--- src/rtl/two_wire_pkg.sv ---
package two_wire_pkg;

   // Bit timing
   localparam int CLK_FREQ_MHZ = 10;
   localparam int HALF_BIT_NS = 5000;
   localparam int HALF_BIT_CYCLES = (HALF_BIT_NS * CLK_FREQ_MHZ) / 1000;
   localparam int CNT_W = 16;

   // Register byte offsets
   localparam logic [7:0] CTRL_OFF = 8'h00;
   localparam logic [7:0] STATUS_OFF = 8'h04;
   localparam logic [7:0] DATA_OFF = 8'h08;

   // Control register fields
   localparam int FLAG_POS = 7;
   localparam int ACK_EN_POS = 6;
   localparam int START_POS = 5;
   localparam int STOP_POS = 4;
   localparam int WCOL_POS = 3;
   localparam int EN_POS = 2;
   localparam int IE_POS = 0;

   // Status register fields
   localparam int CODE_LSB = 3;
   localparam int PRESC_LSB = 0;
   localparam int PRESC_W = 2;

   // Status codes, prescaler bits zero
   localparam logic [7:0] START_SENT = 8'h08;
   localparam logic [7:0] RSTART_SENT = 8'h10;
   localparam logic [7:0] AW_ACKED = 8'h18;
   localparam logic [7:0] AW_NACKED = 8'h20;
   localparam logic [7:0] DW_ACKED = 8'h28;
   localparam logic [7:0] DW_NACKED = 8'h30;
   localparam logic [7:0] ARB_LOST = 8'h38;
   localparam logic [7:0] AR_ACKED = 8'h40;
   localparam logic [7:0] AR_NACKED = 8'h48;
   localparam logic [7:0] DR_ACKED = 8'h50;
   localparam logic [7:0] DR_NACKED = 8'h58;
   localparam logic [7:0] NO_INFO = 8'hF8;

   localparam logic [7:0] DATA_RESET = 8'hFF;
   localparam logic [3:0] LAST_BIT = 4'h8;

   typedef enum logic [3:0] {
      S_IDLE = 4'b0000,
      S_WAIT_FREE = 4'b0001,
      S_START_SDA = 4'b0011,
      S_START_SCL = 4'b0010,
      S_HOLD = 4'b0110,
      S_BIT_LOW = 4'b0111,
      S_BIT_HIGH = 4'b0101,
      S_LOST = 4'b0100,
      S_STOP_LOW = 4'b1100,
      S_STOP_HIGH = 4'b1101,
      S_STOP_END = 4'b1111,
      S_RS_LOW = 4'b1110,
      S_RS_HIGH = 4'b1010
   } master_state_type;

endpackage : two_wire_pkg

--- src/rtl/two_wire_master.sv ---
// Overview of operation
// Software starts a transfer writing control with flag, start, enable set, stop clear.
// Enable must be set with every start, continue or stop command.
// Writing one to the flag bit clears it; it is never stored.
// A requested START waits until the bus is seen free.
// After START the flag is set and status reads 0x08.
// Address write bit selects transmit mode, read bit selects receive mode.
// At 0x08 software loads address plus read bit, then clears flag.
// Continue command: flag and enable set, start and stop clear.
// After read address: 0x38 lost, 0x40 acknowledged, 0x48 not acknowledged.
// Received byte is in the data register when the flag rises.
// Software answers the last received byte with a not-acknowledge.
// Stop command: flag, stop and enable set, start clear.
// Repeated START reports 0x10 and keeps the bus owned.
// Status code field is read with prescaler bits kept apart.
// Transmit reports 0x20, 0x28, 0x30; continuing sends the loaded byte.
// Flag cleared with start set, stop clear gives a repeated START.
// Flag cleared with stop set sends STOP, then stop bit self-clears.
// Start and stop both set: STOP then new START, stop self-clears.
// Lost arbitration reports 0x38; clearing with start low releases the bus.
// After lost arbitration, clearing with start set waits free bus then START.
// All bus activity is suspended while the flag is set.
// Data writes with the flag low are dropped and set write collision.
// Write address acknowledged reports 0x18.
// Received bytes are answered by ack-enable: one acknowledges, zero does not.
// While the flag is set as master, SCL is held low.
//
// Chosen here: the APB slave port and the address map.
`timescale 1ns/1ps
module two_wire_master #(
   parameter int HALF_CYCLES = two_wire_pkg::HALF_BIT_CYCLES
) (
   // APB slave
   input wire logic pclk,
   input wire logic presetn,
   input wire logic psel,
   input wire logic penable,
   input wire logic pwrite,
   input wire logic [7:0] paddr,
   input wire logic [31:0] pwdata,
   output logic [31:0] prdata,
   output logic pready,
   output logic pslverr,
   // Serial clock pin, open drain
   input wire logic scl_in,
   output logic scl_out,
   output logic scl_oe,
   // Serial data pin, open drain
   input wire logic sda_in,
   output logic sda_out,
   output logic sda_oe
);

   typedef struct packed {
      two_wire_pkg::master_state_type state;
      logic [two_wire_pkg::CNT_W-1:0] cnt;
      logic [3:0] bit_idx;
      logic [7:0] shift;
      logic [7:0] data;
      logic [7:0] status;
      logic [two_wire_pkg::PRESC_W-1:0] presc;
      logic flag;
      logic ack_en;
      logic start;
      logic stop;
      logic wcol;
      logic en;
      logic ie;
      logic owner;
      logic addr_phase;
      logic rx_mode;
      logic scl_low;
      logic sda_low;
      logic pready;
      logic pslverr;
      logic [31:0] prdata;
   } master_regs_type;

   master_regs_type s;
   master_regs_type next_s;

   logic scl_s;
   logic sda_s;
   logic bus_busy;
   logic tick;
   logic rx_byte;
   logic bit_val;
   logic drive_slot;
   logic acc_setup;
   logic acc_write;

   two_wire_pin_sync two_wire_pin_sync_i (
      .pclk(pclk),
      .presetn(presetn),
      .scl_in(scl_in),
      .sda_in(sda_in),
      .scl_s(scl_s),
      .sda_s(sda_s),
      .bus_busy(bus_busy)
   );

   assign tick = (s.cnt == two_wire_pkg::CNT_W'(HALF_CYCLES - 1));
   assign rx_byte = s.rx_mode && !s.addr_phase;
   // Value put on SDA for the current bit slot; ones are released
   assign bit_val = (s.bit_idx < two_wire_pkg::LAST_BIT) ? (rx_byte | s.shift[7]) : (rx_byte ? !s.ack_en : 1'b1);
   // Slots where the master drives, so a low read back means lost arbitration
   assign drive_slot = (s.bit_idx < two_wire_pkg::LAST_BIT) ? !rx_byte : rx_byte;
   assign acc_setup = psel && penable && !s.pready;
   assign acc_write = psel && penable && s.pready && pwrite;

   always_comb begin
      next_s = s;
      next_s.cnt = tick ? '0 : s.cnt + 1'b1;

      // APB: one wait state, read data and error registered with ready
      next_s.pready = acc_setup;
      next_s.pslverr = 1'b0;
      if (acc_setup) begin
         unique case (paddr)
            two_wire_pkg::CTRL_OFF: next_s.prdata = {24'h0000_00, s.flag, s.ack_en, s.start, s.stop,
                                                    s.wcol, s.en, 1'b0, s.ie};
            two_wire_pkg::STATUS_OFF: next_s.prdata = {24'h0000_00, s.status[7:two_wire_pkg::CODE_LSB],
                                                      1'b0, s.presc};
            two_wire_pkg::DATA_OFF: next_s.prdata = {24'h0000_00, s.data};
            default: begin
               next_s.prdata = 32'h0000_0000;
               next_s.pslverr = 1'b1;
            end
         endcase
      end

      if (acc_write) begin
         unique case (paddr)
            two_wire_pkg::CTRL_OFF: begin
               next_s.ack_en = pwdata[two_wire_pkg::ACK_EN_POS];
               next_s.start = pwdata[two_wire_pkg::START_POS];
               next_s.stop = pwdata[two_wire_pkg::STOP_POS];
               next_s.en = pwdata[two_wire_pkg::EN_POS];
               next_s.ie = pwdata[two_wire_pkg::IE_POS];
               if (pwdata[two_wire_pkg::FLAG_POS]) begin
                  next_s.flag = 1'b0;
               end
            end
            two_wire_pkg::STATUS_OFF: next_s.presc = pwdata[two_wire_pkg::PRESC_LSB +: two_wire_pkg::PRESC_W];
            two_wire_pkg::DATA_OFF: begin
               if (s.flag) begin
                  next_s.data = pwdata[7:0];
                  next_s.wcol = 1'b0;
               end else begin
                  next_s.wcol = 1'b1;
               end
            end
            default: ;
         endcase
      end

      // Bus engine; flag sets below override a same-cycle clear
      unique case (s.state)
         two_wire_pkg::S_IDLE: begin
            next_s.scl_low = 1'b0;
            next_s.sda_low = 1'b0;
            if (s.en && s.start && !s.flag) begin
               next_s.state = two_wire_pkg::S_WAIT_FREE;
            end
         end
         two_wire_pkg::S_WAIT_FREE: begin
            next_s.cnt = '0;
            if (!bus_busy && scl_s && sda_s) begin
               next_s.sda_low = 1'b1;
               next_s.state = two_wire_pkg::S_START_SDA;
            end
         end
         two_wire_pkg::S_START_SDA: begin
            if (tick) begin
               next_s.scl_low = 1'b1;
               next_s.state = two_wire_pkg::S_START_SCL;
            end
         end
         two_wire_pkg::S_START_SCL: begin
            if (tick) begin
               next_s.flag = 1'b1;
               next_s.status = s.owner ? two_wire_pkg::RSTART_SENT : two_wire_pkg::START_SENT;
               next_s.owner = 1'b1;
               next_s.addr_phase = 1'b1;
               next_s.state = two_wire_pkg::S_HOLD;
            end
         end
         two_wire_pkg::S_HOLD: begin
            next_s.scl_low = 1'b1;
            next_s.cnt = '0;
            if (!s.flag) begin
               if (s.stop) begin
                  next_s.sda_low = 1'b1;
                  next_s.state = two_wire_pkg::S_STOP_LOW;
               end else if (s.start) begin
                  next_s.sda_low = 1'b0;
                  next_s.state = two_wire_pkg::S_RS_LOW;
               end else begin
                  next_s.bit_idx = 4'h0;
                  next_s.shift = s.data;
                  if (s.addr_phase) begin
                     next_s.rx_mode = s.data[0];
                  end
                  next_s.state = two_wire_pkg::S_BIT_LOW;
               end
            end
         end
         two_wire_pkg::S_BIT_LOW: begin
            next_s.scl_low = 1'b1;
            next_s.sda_low = !bit_val;
            if (tick) begin
               next_s.scl_low = 1'b0;
               next_s.state = two_wire_pkg::S_BIT_HIGH;
            end
         end
         two_wire_pkg::S_BIT_HIGH: begin
            // A slave stretching SCL holds the count at zero
            if (!scl_s) begin
               next_s.cnt = '0;
            end else if (tick) begin
               if (bit_val && drive_slot && !sda_s) begin
                  next_s.scl_low = 1'b0;
                  next_s.sda_low = 1'b0;
                  next_s.flag = 1'b1;
                  next_s.status = two_wire_pkg::ARB_LOST;
                  next_s.owner = 1'b0;
                  next_s.state = two_wire_pkg::S_LOST;
               end else if (s.bit_idx < two_wire_pkg::LAST_BIT) begin
                  next_s.shift = {s.shift[6:0], sda_s};
                  next_s.bit_idx = s.bit_idx + 4'h1;
                  next_s.scl_low = 1'b1;
                  next_s.state = two_wire_pkg::S_BIT_LOW;
               end else begin
                  next_s.scl_low = 1'b1;
                  next_s.sda_low = 1'b0;
                  next_s.flag = 1'b1;
                  next_s.state = two_wire_pkg::S_HOLD;
                  if (s.addr_phase) begin
                     next_s.addr_phase = 1'b0;
                     if (s.rx_mode) begin
                        next_s.status = sda_s ? two_wire_pkg::AR_NACKED : two_wire_pkg::AR_ACKED;
                     end else begin
                        next_s.status = sda_s ? two_wire_pkg::AW_NACKED : two_wire_pkg::AW_ACKED;
                     end
                  end else if (s.rx_mode) begin
                     next_s.data = s.shift;
                     next_s.status = s.ack_en ? two_wire_pkg::DR_ACKED : two_wire_pkg::DR_NACKED;
                  end else begin
                     next_s.status = sda_s ? two_wire_pkg::DW_NACKED : two_wire_pkg::DW_ACKED;
                  end
               end
            end
         end
         two_wire_pkg::S_LOST: begin
            next_s.scl_low = 1'b0;
            next_s.sda_low = 1'b0;
            if (!s.flag) begin
               next_s.state = s.start ? two_wire_pkg::S_WAIT_FREE : two_wire_pkg::S_IDLE;
            end
         end
         two_wire_pkg::S_STOP_LOW: begin
            if (tick) begin
               next_s.scl_low = 1'b0;
               next_s.state = two_wire_pkg::S_STOP_HIGH;
            end
         end
         two_wire_pkg::S_STOP_HIGH: begin
            if (!scl_s) begin
               next_s.cnt = '0;
            end else if (tick) begin
               next_s.sda_low = 1'b0;
               next_s.state = two_wire_pkg::S_STOP_END;
            end
         end
         two_wire_pkg::S_STOP_END: begin
            if (tick) begin
               next_s.stop = 1'b0;
               next_s.owner = 1'b0;
               next_s.status = two_wire_pkg::NO_INFO;
               next_s.state = s.start ? two_wire_pkg::S_WAIT_FREE : two_wire_pkg::S_IDLE;
            end
         end
         two_wire_pkg::S_RS_LOW: begin
            if (tick) begin
               next_s.scl_low = 1'b0;
               next_s.state = two_wire_pkg::S_RS_HIGH;
            end
         end
         two_wire_pkg::S_RS_HIGH: begin
            if (!scl_s) begin
               next_s.cnt = '0;
            end else if (tick) begin
               next_s.sda_low = 1'b1;
               next_s.state = two_wire_pkg::S_START_SDA;
            end
         end
         default: next_s.state = two_wire_pkg::S_IDLE;
      endcase

      // Disabled interface lets go of the bus at once
      if (!s.en) begin
         next_s.state = two_wire_pkg::S_IDLE;
         next_s.scl_low = 1'b0;
         next_s.sda_low = 1'b0;
         next_s.owner = 1'b0;
      end
   end

   always_ff @(posedge pclk or negedge presetn) begin
      if (!presetn) begin
         s <= '{state: two_wire_pkg::S_IDLE, cnt: '0, bit_idx: 4'h0, shift: 8'h00,
                data: two_wire_pkg::DATA_RESET, status: two_wire_pkg::NO_INFO, presc: '0,
                flag: 1'b0, ack_en: 1'b0, start: 1'b0, stop: 1'b0, wcol: 1'b0, en: 1'b0, ie: 1'b0,
                owner: 1'b0, addr_phase: 1'b0, rx_mode: 1'b0, scl_low: 1'b0, sda_low: 1'b0,
                pready: 1'b0, pslverr: 1'b0, prdata: 32'h0000_0000};
      end else begin
         s <= next_s;
      end
   end

   assign prdata = s.prdata;
   assign pready = s.pready;
   assign pslverr = s.pslverr;
   assign scl_out = 1'b0;
   assign scl_oe = s.scl_low;
   assign sda_out = 1'b0;
   assign sda_oe = s.sda_low;

endmodule : two_wire_master

--- src/rtl/two_wire_pin_sync.sv ---
`timescale 1ns/1ps
module two_wire_pin_sync (
   // Clock and reset
   input wire logic pclk,
   input wire logic presetn,
   // Bus pins
   input wire logic scl_in,
   input wire logic sda_in,
   // Synchronised view
   output logic scl_s,
   output logic sda_s,
   output logic bus_busy
);

   typedef struct packed {
      logic [1:0] meta;
      logic [1:0] sync;
      logic [1:0] prev;
      logic busy;
   } sync_state_type;

   sync_state_type s;
   sync_state_type next_s;

   always_comb begin
      next_s = s;
      next_s.meta = {scl_in, sda_in};
      next_s.sync = s.meta;
      next_s.prev = s.sync;
      // Falling SDA with SCL high is a START, rising is a STOP
      if (s.sync[1] && s.prev[1] && !s.sync[0] && s.prev[0]) begin
         next_s.busy = 1'b1;
      end else if (s.sync[1] && s.prev[1] && s.sync[0] && !s.prev[0]) begin
         next_s.busy = 1'b0;
      end
   end

   always_ff @(posedge pclk or negedge presetn) begin
      if (!presetn) begin
         s <= '{meta: 2'b11, sync: 2'b11, prev: 2'b11, busy: 1'b0};
      end else begin
         s <= next_s;
      end
   end

   assign scl_s = s.sync[1];
   assign sda_s = s.sync[0];
   assign bus_busy = s.busy;

endmodule : two_wire_pin_sync

--- config.mk ---
export PLATFORM = sky130hd
export DESIGN_NAME = two_wire_master
export DESIGN_NICKNAME = d
export VERILOG_FILES = /design/src/rtl/two_wire_pkg.sv /design/src/rtl/two_wire_master.sv /design/src/rtl/two_wire_pin_sync.sv
export SDC_FILE = /design/constraint.sdc
export NUM_CORES = 1
export LEC_CHECK = 0
export ABC_AREA = 1
export ABC_CLOCK_PERIOD_IN_PS = 2900
export BUFFER_PORTS_ARGS = -buffer_cell sky130_fd_sc_hd__buf_2
export CAP_MARGIN = 20
export CORE_UTILIZATION = 60
export DETAILED_ROUTE_END_ITERATION = 12
export PLACE_DENSITY = 0.85
export SETUP_SLACK_MARGIN = 0.4
export SYNTH_ARGS = -nofsm -noshare
export SYNTH_HDL_FRONTEND = slang
export SYNTH_SLANG_ARGS = --single-unit
--- constraint.sdc ---
create_clock -name pclk -period 2.9 [get_ports pclk]
set_input_delay 0.725 -clock pclk [delete_from_list [all_inputs] [get_ports pclk]]
set_output_delay 0.725 -clock pclk [all_outputs]
set_load 0.05 [all_outputs]
==> run_results.csv, run 1 <==
group,metric,value,unit
logic_synthesis,synth_top_family_by_area,"simple AND/OR/NAND/NOR gates",
die,fp.dieH,92.17,um
sta,final.hold.worst_slack,359.3,ps
cells_and_area,multi_input_comb_area,0.002450,sq mm
cts,post_cts.resized_instances,0,
die,design.core.area,0.007807,sq mm
cts,htree_num_levels,3,
sta,timing.final.max_slew_violations,0,
outcome,status,"complete, no violations",
placement,dp_hpwl,8175,um
routing,avgViaCountPerCell,5.408,
sta,timing.final.hold_violations,0,
cells_and_area,fillerInstances,683,
logic_synthesis,postSynthRegisterBits,76,
flow_run,cap_violations,0,
global_routing,grt_start_max_net_pins,77,
cts,post_cts.repair.setup_buffers,0,
logic_synthesis,synth-compound-area-share,0.09361,
die,effective_utilization_at_floorplan,0.6248,
logic_synthesis,post_synth_fa_ha_maj_area_fraction,0.01539,
global_routing,grt_antenna_before_repair,0,
die,ioPinCount,85,
sta,setup-tns-final,0,ps
cells_and_area,syn2layout_area_growth,5.796,%
setup_path,worstPathMaxFanout,14,
sta,timing.slew.headroom,0.3726,
die,die_area,0.008495,sq mm
placement,globalplace.congestion,0.9092,
cts,cts-hold-fix-buffers,0,
routing,wl,11120,um
setup_path,timing.reg2reg.worst_path_depth,11,
die,die_width,92.17,um
sta,final_setup_viols,0,
cells_and_area,layout.area.seq,0.001926,sq mm
global_routing,grt_pass1_wl,18950,um
setup_path,worstSetupEndpointType,"flop",
cells_and_area,layout_cell_share_with_drive_strength_beyond_1,0.1740,
sta,grt_setup_unrepaired,"false",
cts,clk-insertion-delay-late,360,ps
global_routing,vias_in_the_first_global_route,4068,
logic_synthesis,portion_of_the_post_synthesis_area_used_by_sequential_elements,0.3947,
routing,routedWlPerCell,13.85,um
setup_path,timing.critical_path.from_type,"flop",
logic_synthesis,synth.distinct_cells,45,
routing,drt-pass1-iter-count,5,
setup_path,worst-endpoint-arrival,2290,ps
power_and_ir_drop,power.ir.vdd_worst,461.9,uV
placement,preCtsSetupSlack,670.7,ps
sta,worst_pin_slew,941.1,ps
routing,remaining_drc_errors,0,
setup_path,crit_required,3200,ps
logic_synthesis,yosys.area_share.xor_xnor,0.01077,
cts,max-clock-path-buffers,2,
sta,crit_share_post_route,0.6887,
power_and_ir_drop,power_leakage,2.643,nW
setup_path,critical_path.slowest_cell,"sky130_fd_sc_hd__dfrtp_1",
cts,library_cell_used_as_clock_root_buffer,"sky130_fd_sc_hd__clkbuf_8",
global_routing,globalRouteTotalUtil,0.2821,
cts,cts_buffers,9,
logic_synthesis,synth_top_cells_by_area,"sky130_fd_sc_hd__dfrtp_1 29%, sky130_fd_sc_hd__nand2_1 14%, sky130_fd_sc_hd__dfstp_2 10%",
power_and_ir_drop,cellPowerDensity,761.6,mW/mm^2
logic_synthesis,synth.top_cell.area_share,0.2924,
sta,final.min_clock_period,1997,ps
setup_path,critPathMaxStageDelay,420,ps
logic_synthesis,syn-cell-area,0.004878,sq mm
routing,drt_first_iter_violations,364,
logic_synthesis,post_synth_inst_count,671,
cts,tritoncts,"done",
setup_path,crit_path_cell_trace,"inv_1 > nand2_2 > inv_2 > nand2_4 > nor2_2 > nand3b_1 > nand2_2 > nand4_4 > inv_2 > nand2_1 > nand2_1",
logic_synthesis,synth.avg_cell_area,7.270,sq um
sta,finalClockSkew,10.32,ps
logic_synthesis,synth.largest_area_cell,"sky130_fd_sc_hd__dfrtp_1",
cells_and_area,diodes,0,
cts,path_clk_slew,90,ps
routing,route.vias.total,4343,
global_routing,total_congestion_overflow,0,
min_path,timing.hold.worst.class,"flop to flop",
logic_synthesis,ys.warnings.count,0,
routing,antenna_left,0,
cells_and_area,finish.net_count,749,
setup_path,crit_type,"flop to flop",
sta,setup_ws,902.7,ps
placement,portBuffers,34,
logic_synthesis,synth.area.mux_share,0,
cts,tritoncts_num_sinks,76,
logic_synthesis,synth-simple-area-share,0.3624,
min_path,whs_path_depth,0,
sta,max_freq,500.7,MHz
die,placement_rows,32,
==> final cells by class <==
cell class / instances / share of cell area
clock inverter: 7 / 0.02061
tap: 102 / 0.02473
multi-input combinational: 508 / 0.4747
clock buffer: 9 / 0.02400
sequential: 76 / 0.3731
inverter: 67 / 0.04945
timing repair buffer: 34 / 0.03345
==> flip-flops by register name, summed over array words and instances (netlist names) <==
register                      count
pslverr                           1
two_wire_pin_sync_i.sda_s         1
pready                            1
prdata                            8
sda_oe                            1
scl_oe                            1
two_wire_pin_sync_i.bus_busy      1
two_wire_pin_sync_i.next_s        2
s                                57
two_wire_pin_sync_i.scl_s         1
two_wire_pin_sync_i.s             2
==> synthesized netlist by cell type (all sizes together) <==
library cell and count:
dfstp 19, nand3b 2, a21oi 14, clkbuf 2, xor2 6, dfrtp 57, a22oi 1, buf 43
or2 4, nand4 12, a31oi 2, nand2 205, o22ai 3, nor3b 2, conb 1, nor2 89
a41oi 1, o21a 1, nand3 54, a21boi 1, o21ai 52, clkinv 3, ha 6, nor4 4
o31ai 1, nor3 16, inv 64, o211ai 6
==> logic make-up after synthesis <==
group,Yosys count
adder cells (fa/ha/maj),6
AO/OA/AOI/OAI,82
other,1
XOR/XNOR,6
AND/OR/NAND/NOR,388
buffers and inverters,112
flip-flops,76
==> through the flow <==
stage                     utilization  std cells  cell area [sq um]  power (mW)
after floorplan                     -        696               4972       2.706
after global placement         0.6316        787               4931       2.923
after detailed placement       0.6316        787               4931       2.980
after CTS                      0.6611        803               5161       3.930
after global routing           0.6611        803               5161       4.216
final                          0.6611        803               5161       3.931
==> where the power goes <==
group,internal [mW],leakage [nW],switching [mW],total (mW)
registers,1.26,0.938,0.162,1.43
clock network,0.501,0.117,0.446,0.947
logic,0.480,1.59,1.08,1.56
total,2.24,2.64,1.69,3.93
==> worst max-delay path: cells and delay by family, from the launching register on <==
kind	cells	cell delay, ps
and+or+nand+nor	8	1020
DFF	1	420
buffers and inverters	3	470
==> path summary, 6_finish.rpt <==
kind / from / to / slack (ps)
setup / recovery: s[95] / s[72] / 900
hold / removal: two_wire_pin_sync_i.next_s[3] / two_wire_pin_sync_i.sda_s / 360
setup reg to reg: s[95] / s[72] / 900
hold reg to reg: two_wire_pin_sync_i.next_s[3] / two_wire_pin_sync_i.sda_s / 360
max in group asynchronous: presetn / sda_oe / 1790
min in group asynchronous: presetn / s[94] / 480
==> cells in the final DEF, fill, tap and decap left out, types with 4 or more instances in the layout <==
cell	synthesis	final
sky130_fd_sc_hd__a21oi_1	13	13
sky130_fd_sc_hd__buf_2	3	33
sky130_fd_sc_hd__clkbuf_8	0	9
sky130_fd_sc_hd__conb_1	1	26
sky130_fd_sc_hd__dfrtp_1	57	57
sky130_fd_sc_hd__dfstp_2	19	19
sky130_fd_sc_hd__ha_1	6	6
sky130_fd_sc_hd__inv_1	56	56
sky130_fd_sc_hd__inv_2	7	7
sky130_fd_sc_hd__nand2_1	187	187
sky130_fd_sc_hd__nand2_2	17	17
sky130_fd_sc_hd__nand3_1	52	52
sky130_fd_sc_hd__nand4_1	11	11
sky130_fd_sc_hd__nor2_1	73	73
sky130_fd_sc_hd__nor2_2	10	10
sky130_fd_sc_hd__nor2_4	5	5
sky130_fd_sc_hd__nor3_1	15	15
sky130_fd_sc_hd__nor4_1	4	4
sky130_fd_sc_hd__o211ai_1	6	6
sky130_fd_sc_hd__o21ai_0	44	44
sky130_fd_sc_hd__o21ai_1	6	6
sky130_fd_sc_hd__xor2_1	6	6
==> routing by layer <==
metal | part of all wire | vias up | GRT usage
li1 | - | 2151 | -
met2 | 0.46 | 176 | 0.4453
met3 | 0.071 | 17 | 0.04809
met1 | 0.45 | 1999 | 0.3908
met5 | 0 | - | 0
met4 | 0.017 | 0 | 0.1016
Power figures use the tool's default switching activity.
==> run 2: changes to the inputs <==
- ABC_AREA: 1 -> 0
- ABC_CLOCK_PERIOD_IN_PS: 2900 -> 1800
- CORE_UTILIZATION: 60 -> 51
- PLACE_DENSITY: 0.85 -> 0.77
- clock period: 2.9 -> 1.8 ns (I/O delays scaled with it)
==> run_results.csv, run 2 <==
group,metric,value,unit
power_and_ir_drop,power_leakage,2.942,nW
die,fp.dieH,96.29,um
placement,dp_hpwl,8204,um
cts,library_cell_used_as_clock_root_buffer,"sky130_fd_sc_hd__clkbuf_8",
power_and_ir_drop,power.ir.vdd_worst,709.8,uV
logic_synthesis,post_synth_inst_count,455,
cells_and_area,largest_reg_flops,57,
power_and_ir_drop,power.combinational.fraction,0.491,
logic_synthesis,number_of_enable_flip_flop_cells_after_synthesis,0,
sta,timing.final.max_slew_violations,0,
sta,final.hold.worst_slack,179.6,ps
power_and_ir_drop,power.switching_fraction,0.3927,
power_and_ir_drop,switching_power,2.676,mW
sta,grt_setup_unrepaired,"true",
min_path,timing.hold.worst.class,"input port to flop",
sta,final.min_clock_period,2017,ps
placement,globalplace.congestion,0.9366,
routing,routedWlPerCell,19.38,um
setup_path,setup_crit_start,"s[94]",
cts,cts_buffers,9,
flow_run,cap_violations,0,
routing,drt-pass1-iter-count,7,
global_routing,grt_pass1_wl,19320,um
logic_synthesis,asyncSetResetFlopFracSynth,1.000,
cts,path_clk_slew,90,ps
logic_synthesis,ys.warnings.count,0,
die,die_area,0.009272,sq mm
outcome,failing_checks,"setup timing",
power_and_ir_drop,p_clk_frac,0.223,
cells_and_area,diodes,0,
logic_synthesis,postSynthRegisterBits,76,
global_routing,total_congestion_overflow,0,
logic_synthesis,netlist_top_cells_count,"57 x sky130_fd_sc_hd__dfrtp_1, 36 x sky130_fd_sc_hd__buf_4, 35 x sky130_fd_sc_hd__nand2_1",
routing,wl,13590,um
setup_path,worst-endpoint-arrival,2290,ps
routing,avgViaCountPerCell,5.991,
logic_synthesis,postSynth.topFlopCell,"sky130_fd_sc_hd__dfrtp_1",
setup_path,crit-reg2reg-launch,"s[94]",
sta,timing.final.hold_violations,0,
sta,max_freq,495.8,MHz
outcome,status,"finished, violations left",
cells_and_area,fillerInstances,529,
setup_path,worstSetupEndpoint,"s[94]",
global_routing,globalRouteTotalUtil,0.2798,
global_routing,grt_antenna_before_repair,0,
placement,placed_cell_area,0.005416,sq mm
sta,setup_ws,-217.0,ps
setup_path,crit_type,"flop to flop",
cells_and_area,layout_cell_share_with_drive_strength_beyond_1,0.5076,
cts,htree_num_levels,3,
routing,antenna_left,0,
routing,drt_first_iter_violations,395,
cts,tritoncts,"done",
setup_path,worstPathMaxFanout,6,
setup_path,timing.critical_path.from_type,"flop",
sta,final_setup_viols,30,
cells_and_area,finish.net_count,641,
cts,clk-insertion-delay-late,370,ps
die,ioPinCount,85,
cells_and_area,mostFrequentLayoutCells,"86 x sky130_fd_sc_hd__buf_4, 50 x sky130_fd_sc_hd__dfrtp_1, 39 x sky130_fd_sc_hd__buf_6",
global_routing,grt_start_max_net_pins,52,
logic_synthesis,portion_of_the_post_synthesis_area_used_by_sequential_elements,0.4247,
logic_synthesis,synth.largest_area_cell,"sky130_fd_sc_hd__dfrtp_1",
power_and_ir_drop,pwr-share-seq,0.287,
routing,route.vias.total,4200,
cells_and_area,syn2layout_area_growth,40.92,%
die,effective_utilization_at_floorplan,0.5225,
power_and_ir_drop,internal_power,4.139,mW
cells_and_area,registers.top_by_ff_count,"s",
setup_path,timing.reg2reg.worst_path_depth,6,
cts,max-clock-path-buffers,2,
placement,preCtsSetupSlack,-312.5,ps
die,die_width,96.29,um
sta,finalClockSkew,10.63,ps
logic_synthesis,post-synth-top-count-cell,"sky130_fd_sc_hd__dfrtp_1",
die,placement_rows,34,
setup_path,worstSetupEndpointType,"flop",
logic_synthesis,synth.avg_cell_area,9.966,sq um
logic_synthesis,syn-cell-area,0.004534,sq mm
min_path,whs_path_depth,1,
logic_synthesis,synth_top_cells_by_area,"sky130_fd_sc_hd__dfrtp_1 31%, sky130_fd_sc_hd__dfstp_2 11%, sky130_fd_sc_hd__mux2_2 6.5%",
logic_synthesis,synth.top_cell.area_share,0.3146,
placement,portBuffers,34,
sta,crit_share_post_route,1.121,
routing,remaining_drc_errors,0,
logic_synthesis,synth.distinct_cells,76,
global_routing,vias_in_the_first_global_route,4005,
cts,tritoncts_num_sinks,76,
die,design.core.area,0.008678,sq mm
setup_path,r2r_setup_slack,-220,ps
sta,setup-tns-final,-3230,ps
setup_path,terminus_of_the_critical_flop_to_flop_path,"s[94]",
setup_path,crit_required,2070,ps
cells_and_area,mostFrequentLayoutCell,"sky130_fd_sc_hd__buf_4",
cells_and_area,post-route-cell-area,0.006390,sq mm
power_and_ir_drop,cellPowerDensity,1067,mW/mm^2
[run 2: cell count changes in the layout (fill, tap and decap cells not counted), sizes merged, moves of 8 or more]
| cell | change |
|---|---|
| nand2 | -170 |
| buf | +114 |
| a22o | +9 |
| mux2i | +12 |
| nor3 | -9 |
| o21ai | -27 |
| nand4 | -8 |
| inv | -48 |
| nor2 | -53 |
| mux2 | +26 |
| nand3 | -42 |
[run 2: layout make-up]
class,count,area [sq um],area share
Multi-Input combinational cell,336,2779,0.4349
Sequential cell,76,1934,0.3027
Timing Repair Buffer,149,1250,0.1956
Tap cell,108,135.1,0.02115
Clock buffer,9,123.9,0.01939
Clock inverter,7,102.6,0.01606
Inverter,16,65.06,0.01018
[run 2: worst min-delay path by stage]
| stage | startpoint | to |
|---|---|---|
| 2_1_floorplan | presetn | prdata[0] |
| 3_3_place_gp | two_wire_pin_sync_i.next_s[3] | two_wire_pin_sync_i.sda_s |
| 3_5_place_dp | two_wire_pin_sync_i.next_s[3] | two_wire_pin_sync_i.sda_s |
| 4_1_cts | scl_in | two_wire_pin_sync_i.next_s[4] |
| 5_1_grt | scl_in | two_wire_pin_sync_i.next_s[4] |
| 6_report | scl_in | two_wire_pin_sync_i.next_s[4] |
[run 2: kinds of logic (layout without fill, tap and decap cells)]
group,after synthesis,in the layout,synth area share
DFF,76,76,0.4247
other,1,26,0.0008270
xor gates and xnor gates,14,14,0.02704
adders and majority gates,6,6,0.01656
AOI/OAI and AO/OA,105,106,0.1612
muxes,38,38,0.09106
and+or+nand+nor,145,146,0.1857
buffers and inverters,70,181,0.09299
[run 2: routing by layer]
| layer | share of wire | global-route usage | up-vias | routed length (um) |
|---|---|---|---|---|
| li1 | - | - | 1852 | - |
| met1 | 0.39 | 0.3260 | 2071 | 5273 |
| met2 | 0.51 | 0.4994 | 220 | 6932 |
| met3 | 0.068 | 0.06082 | 57 | 919 |
| met4 | 0.034 | 0.1078 | 0 | 460 |
| met5 | 0 | 0 | - | 0 |
[run 2: worst max-delay path, stage by stage, from the launching register on]
cell                       delay (ps)
sky130_fd_sc_hd__dfrtp_2          490
sky130_fd_sc_hd__buf_6            140
sky130_fd_sc_hd__nand3b_1         140
sky130_fd_sc_hd__o32ai_4          110
sky130_fd_sc_hd__or3_4            360
sky130_fd_sc_hd__or4_1            480
sky130_fd_sc_hd__a31oi_1          190
[run 2: through the flow]
stage	util	std cells	total power, mW
6_report	0.7363	701	6.815
5_1_grt	0.7363	701	7.083
4_1_cts	0.6965	690	6.362
3_5_place_dp	0.6241	657	4.446
3_3_place_gp	0.6241	657	4.357
2_1_floorplan	-	480	3.634
[run 2: power groups by stage]
stage / clock [mW] / sequential, mW / combinational, mW
after detailed placement: 0 / 1.99 / 2.45
after global placement: 0 / 1.98 / 2.38
after global routing: 1.60 / 1.96 / 3.52
after CTS: 1.53 / 1.96 / 2.88
after floorplan: 0 / 2.05 / 1.59
final: 1.52 / 1.95 / 3.34
[run 2: what timing repair did]
item                                   CTS  global route
gates resized for setup                 79            63
pin swaps                               18            24
setup buffers                           14            11
setup endpoints to repair               76            74
hold buffers                             1             0
gates cloned                             2             0
endpoints found under the hold margin   12             0
==> run 3: changes to the inputs <==
- CORE_ASPECT_RATIO: not set -> 0.8
- GPL_TIMING_DRIVEN: not set -> 0
==> run_results.csv, run 3 (same netlist as run 2, synthesis figures left out) <==
group,metric,value,unit
placement,globalplace.congestion,0.9290,
sta,final_setup_viols,45,
cts,cts_buffers,9,
global_routing,vias_in_the_first_global_route,4033,
global_routing,total_congestion_overflow,0,
sta,timing.final.hold_violations,0,
routing,antenna_left,0,
sta,timing.slew.headroom,0.5698,
cts,tritoncts_num_sinks,76,
outcome,failing_checks,"setup timing",
cts,tritoncts,"done",
sta,finalClockSkew,14.41,ps
die,ioPinCount,85,
power_and_ir_drop,power.ir.vdd_worst,698.7,uV
sta,final.hold.worst_slack,169.7,ps
cells_and_area,multi_input_comb_area,0.002723,sq mm
setup_path,worst-endpoint-arrival,2310,ps
cts,path_clk_slew,90,ps
cts,htree_num_levels,3,
global_routing,grt_antenna_before_repair,0,
global_routing,globalRouteTotalUtil,0.2867,
setup_path,crit_type,"flop to flop",
routing,wl,13450,um
routing,met2_wirelength,6628,um
routing,dr.max_layer_used,"met4",
cells_and_area,largest_reg_flops,57,
die,effective_utilization_at_floorplan,0.5298,
setup_path,critical_path.slowest_cell,"sky130_fd_sc_hd__or4_1",
sta,grt_setup_unrepaired,"true",
routing,avgViaCountPerCell,5.868,
power_and_ir_drop,total_power_consumption_of_the_routed_design,6.767,mW
cells_and_area,layout_cell_share_with_drive_strength_beyond_1,0.4949,
cells_and_area,finish.net_count,640,
setup_path,crit_required,2100,ps
setup_path,crit_path_cell_trace,"inv_1 > ha_2 > nor4b_4 > and4_4 > buf_6 > nor2_4 > or4_1 > a31oi_1",
cells_and_area,registers.top_by_ff_count,"s",
die,placement_rows,30,
flow_run,cap_violations,0,
cells_and_area,fillerInstances,530,
die,die_width,107.4,um
cells_and_area,mostFrequentLayoutCells,"69 x sky130_fd_sc_hd__buf_4, 50 x sky130_fd_sc_hd__dfrtp_1, 39 x sky130_fd_sc_hd__buf_6",
min_path,timing.hold.worst.class,"input port to flop",
sta,max_freq,496.8,MHz
cts,library_cell_used_as_clock_root_buffer,"sky130_fd_sc_hd__clkbuf_8",
sta,setup-tns-final,-3752,ps
sta,crit_share_post_route,1.118,
power_and_ir_drop,cellPowerDensity,1050,mW/mm^2
power_and_ir_drop,power_leakage,2.931,nW
placement,portBuffers,34,
routing,routedWlPerCell,19.10,um
routing,routed-wl-met3,1024,um
routing,met1_length,5425,um
sta,final.min_clock_period,2013,ps
global_routing,grt_pass1_wl,20270,um
cells_and_area,layout.area.seq,0.001934,sq mm
routing,drt-pass1-iter-count,5,
setup_path,worstSetupEndpointType,"flop",
cells_and_area,diodes,0,
placement,dp_hpwl,7755,um
global_routing,grt_start_max_net_pins,54,
die,die_area,0.009274,sq mm
sta,worst_pin_slew,640.4,ps
setup_path,timing.critical_path.from_type,"flop",
cells_and_area,mostFrequentLayoutCell,"sky130_fd_sc_hd__buf_4",
cts,clk-insertion-delay-late,380,ps
sta,setup_ws,-212.7,ps
die,fp.dieH,86.34,um
setup_path,worstPathMaxFanout,3,
routing,remaining_drc_errors,0,
die,design.core.area,0.008558,sq mm
routing,route.vias.total,4131,
cells_and_area,syn2layout_area_growth,42.19,%
setup_path,critPathMaxStageDelay,470,ps
outcome,status,"finished, violations left",
placement,preCtsSetupSlack,-428.6,ps
sta,timing.final.max_slew_violations,0,
routing,drt_first_iter_violations,194,
cts,max-clock-path-buffers,2,
-- run 3: changes by cell type in the layout (fill, tap and decap cells not counted), sizes merged --
cell | previous run | this run
buf | 148 | 142
bufinv | 2 | 3
clkbuf | 9 | 16
clkinvlp | 0 | 3
a211o | 3 | 2
and3 | 6 | 5
inv | 20 | 16
-- run 3: per-stage QoR --
stage | area [sq um] | util | std cells
2_1_floorplan | 4835 | - | 480
3_3_place_gp | 5145 | 0.6012 | 626
3_5_place_dp | 5175 | 0.6047 | 627
4_1_cts | 6274 | 0.7330 | 692
5_1_grt | 6447 | 0.7534 | 704
6_report | 6447 | 0.7534 | 704
-- run 3: final timing paths --
kind | startpoint | endpoint | slack [ps] | depth (start not counted)
worst max-delay path | s[77] | s[94] | -210 | 8
worst min-delay path | scl_in | two_wire_pin_sync_i.next_s[4] | 170 | 1
worst max register to register | s[77] | s[94] | -210 | 8
worst min register to register | two_wire_pin_sync_i.next_s[3] | two_wire_pin_sync_i.sda_s | 360 | 0
max in group asynchronous | presetn | s[52] | 650 | 3
min in group asynchronous | presetn | s[77] | 520 | 2
-- run 3: layout make-up --
class / count / area share
timing repair buffer: 96 / 0.1349
tap: 112 / 0.02173
sequential: 76 / 0.3000
inverter: 16 / 0.01029
buffer: 54 / 0.07258
clock buffer: 9 / 0.01921
multi-input combinational: 334 / 0.4223
clock inverter: 7 / 0.01902
-- run 3: where the power goes --
group / switching, mW / internal (mW) / total, mW / leakage (nW)
Sequential: 0.130 / 1.83 / 1.96 / 0.948
Combinational: 1.75 / 1.45 / 3.20 / 1.87
Clock: 0.679 / 0.926 / 1.61 / 0.116
-- run 3: what timing repair did --
action	in CTS	in global routing
gates resized for setup	124	24
endpoints found under the hold margin	15	0
hold buffers	1	0
endpoints found under the setup margin	70	75
buffers inserted	47	12
pin swaps	36	14
gates cloned	1	0
-- run 3: worst max-delay path, delay by kind of cell (launching register included) --
kind	cells	cell delay, ps
AOI/OAI and AO/OA	1	160
adders and majority gates	1	160
buffers and inverters	2	190
DFF	1	400
and+or+nand+nor	4	1020
-- run 3: layer usage --
layer / up-vias / GRT usage
met1: 2045 / 0.3849
met5: - / 0
met2: 196 / 0.4569
li1: 1851 / -
met4: 0 / 0.1059
met3: 39 / 0.06541
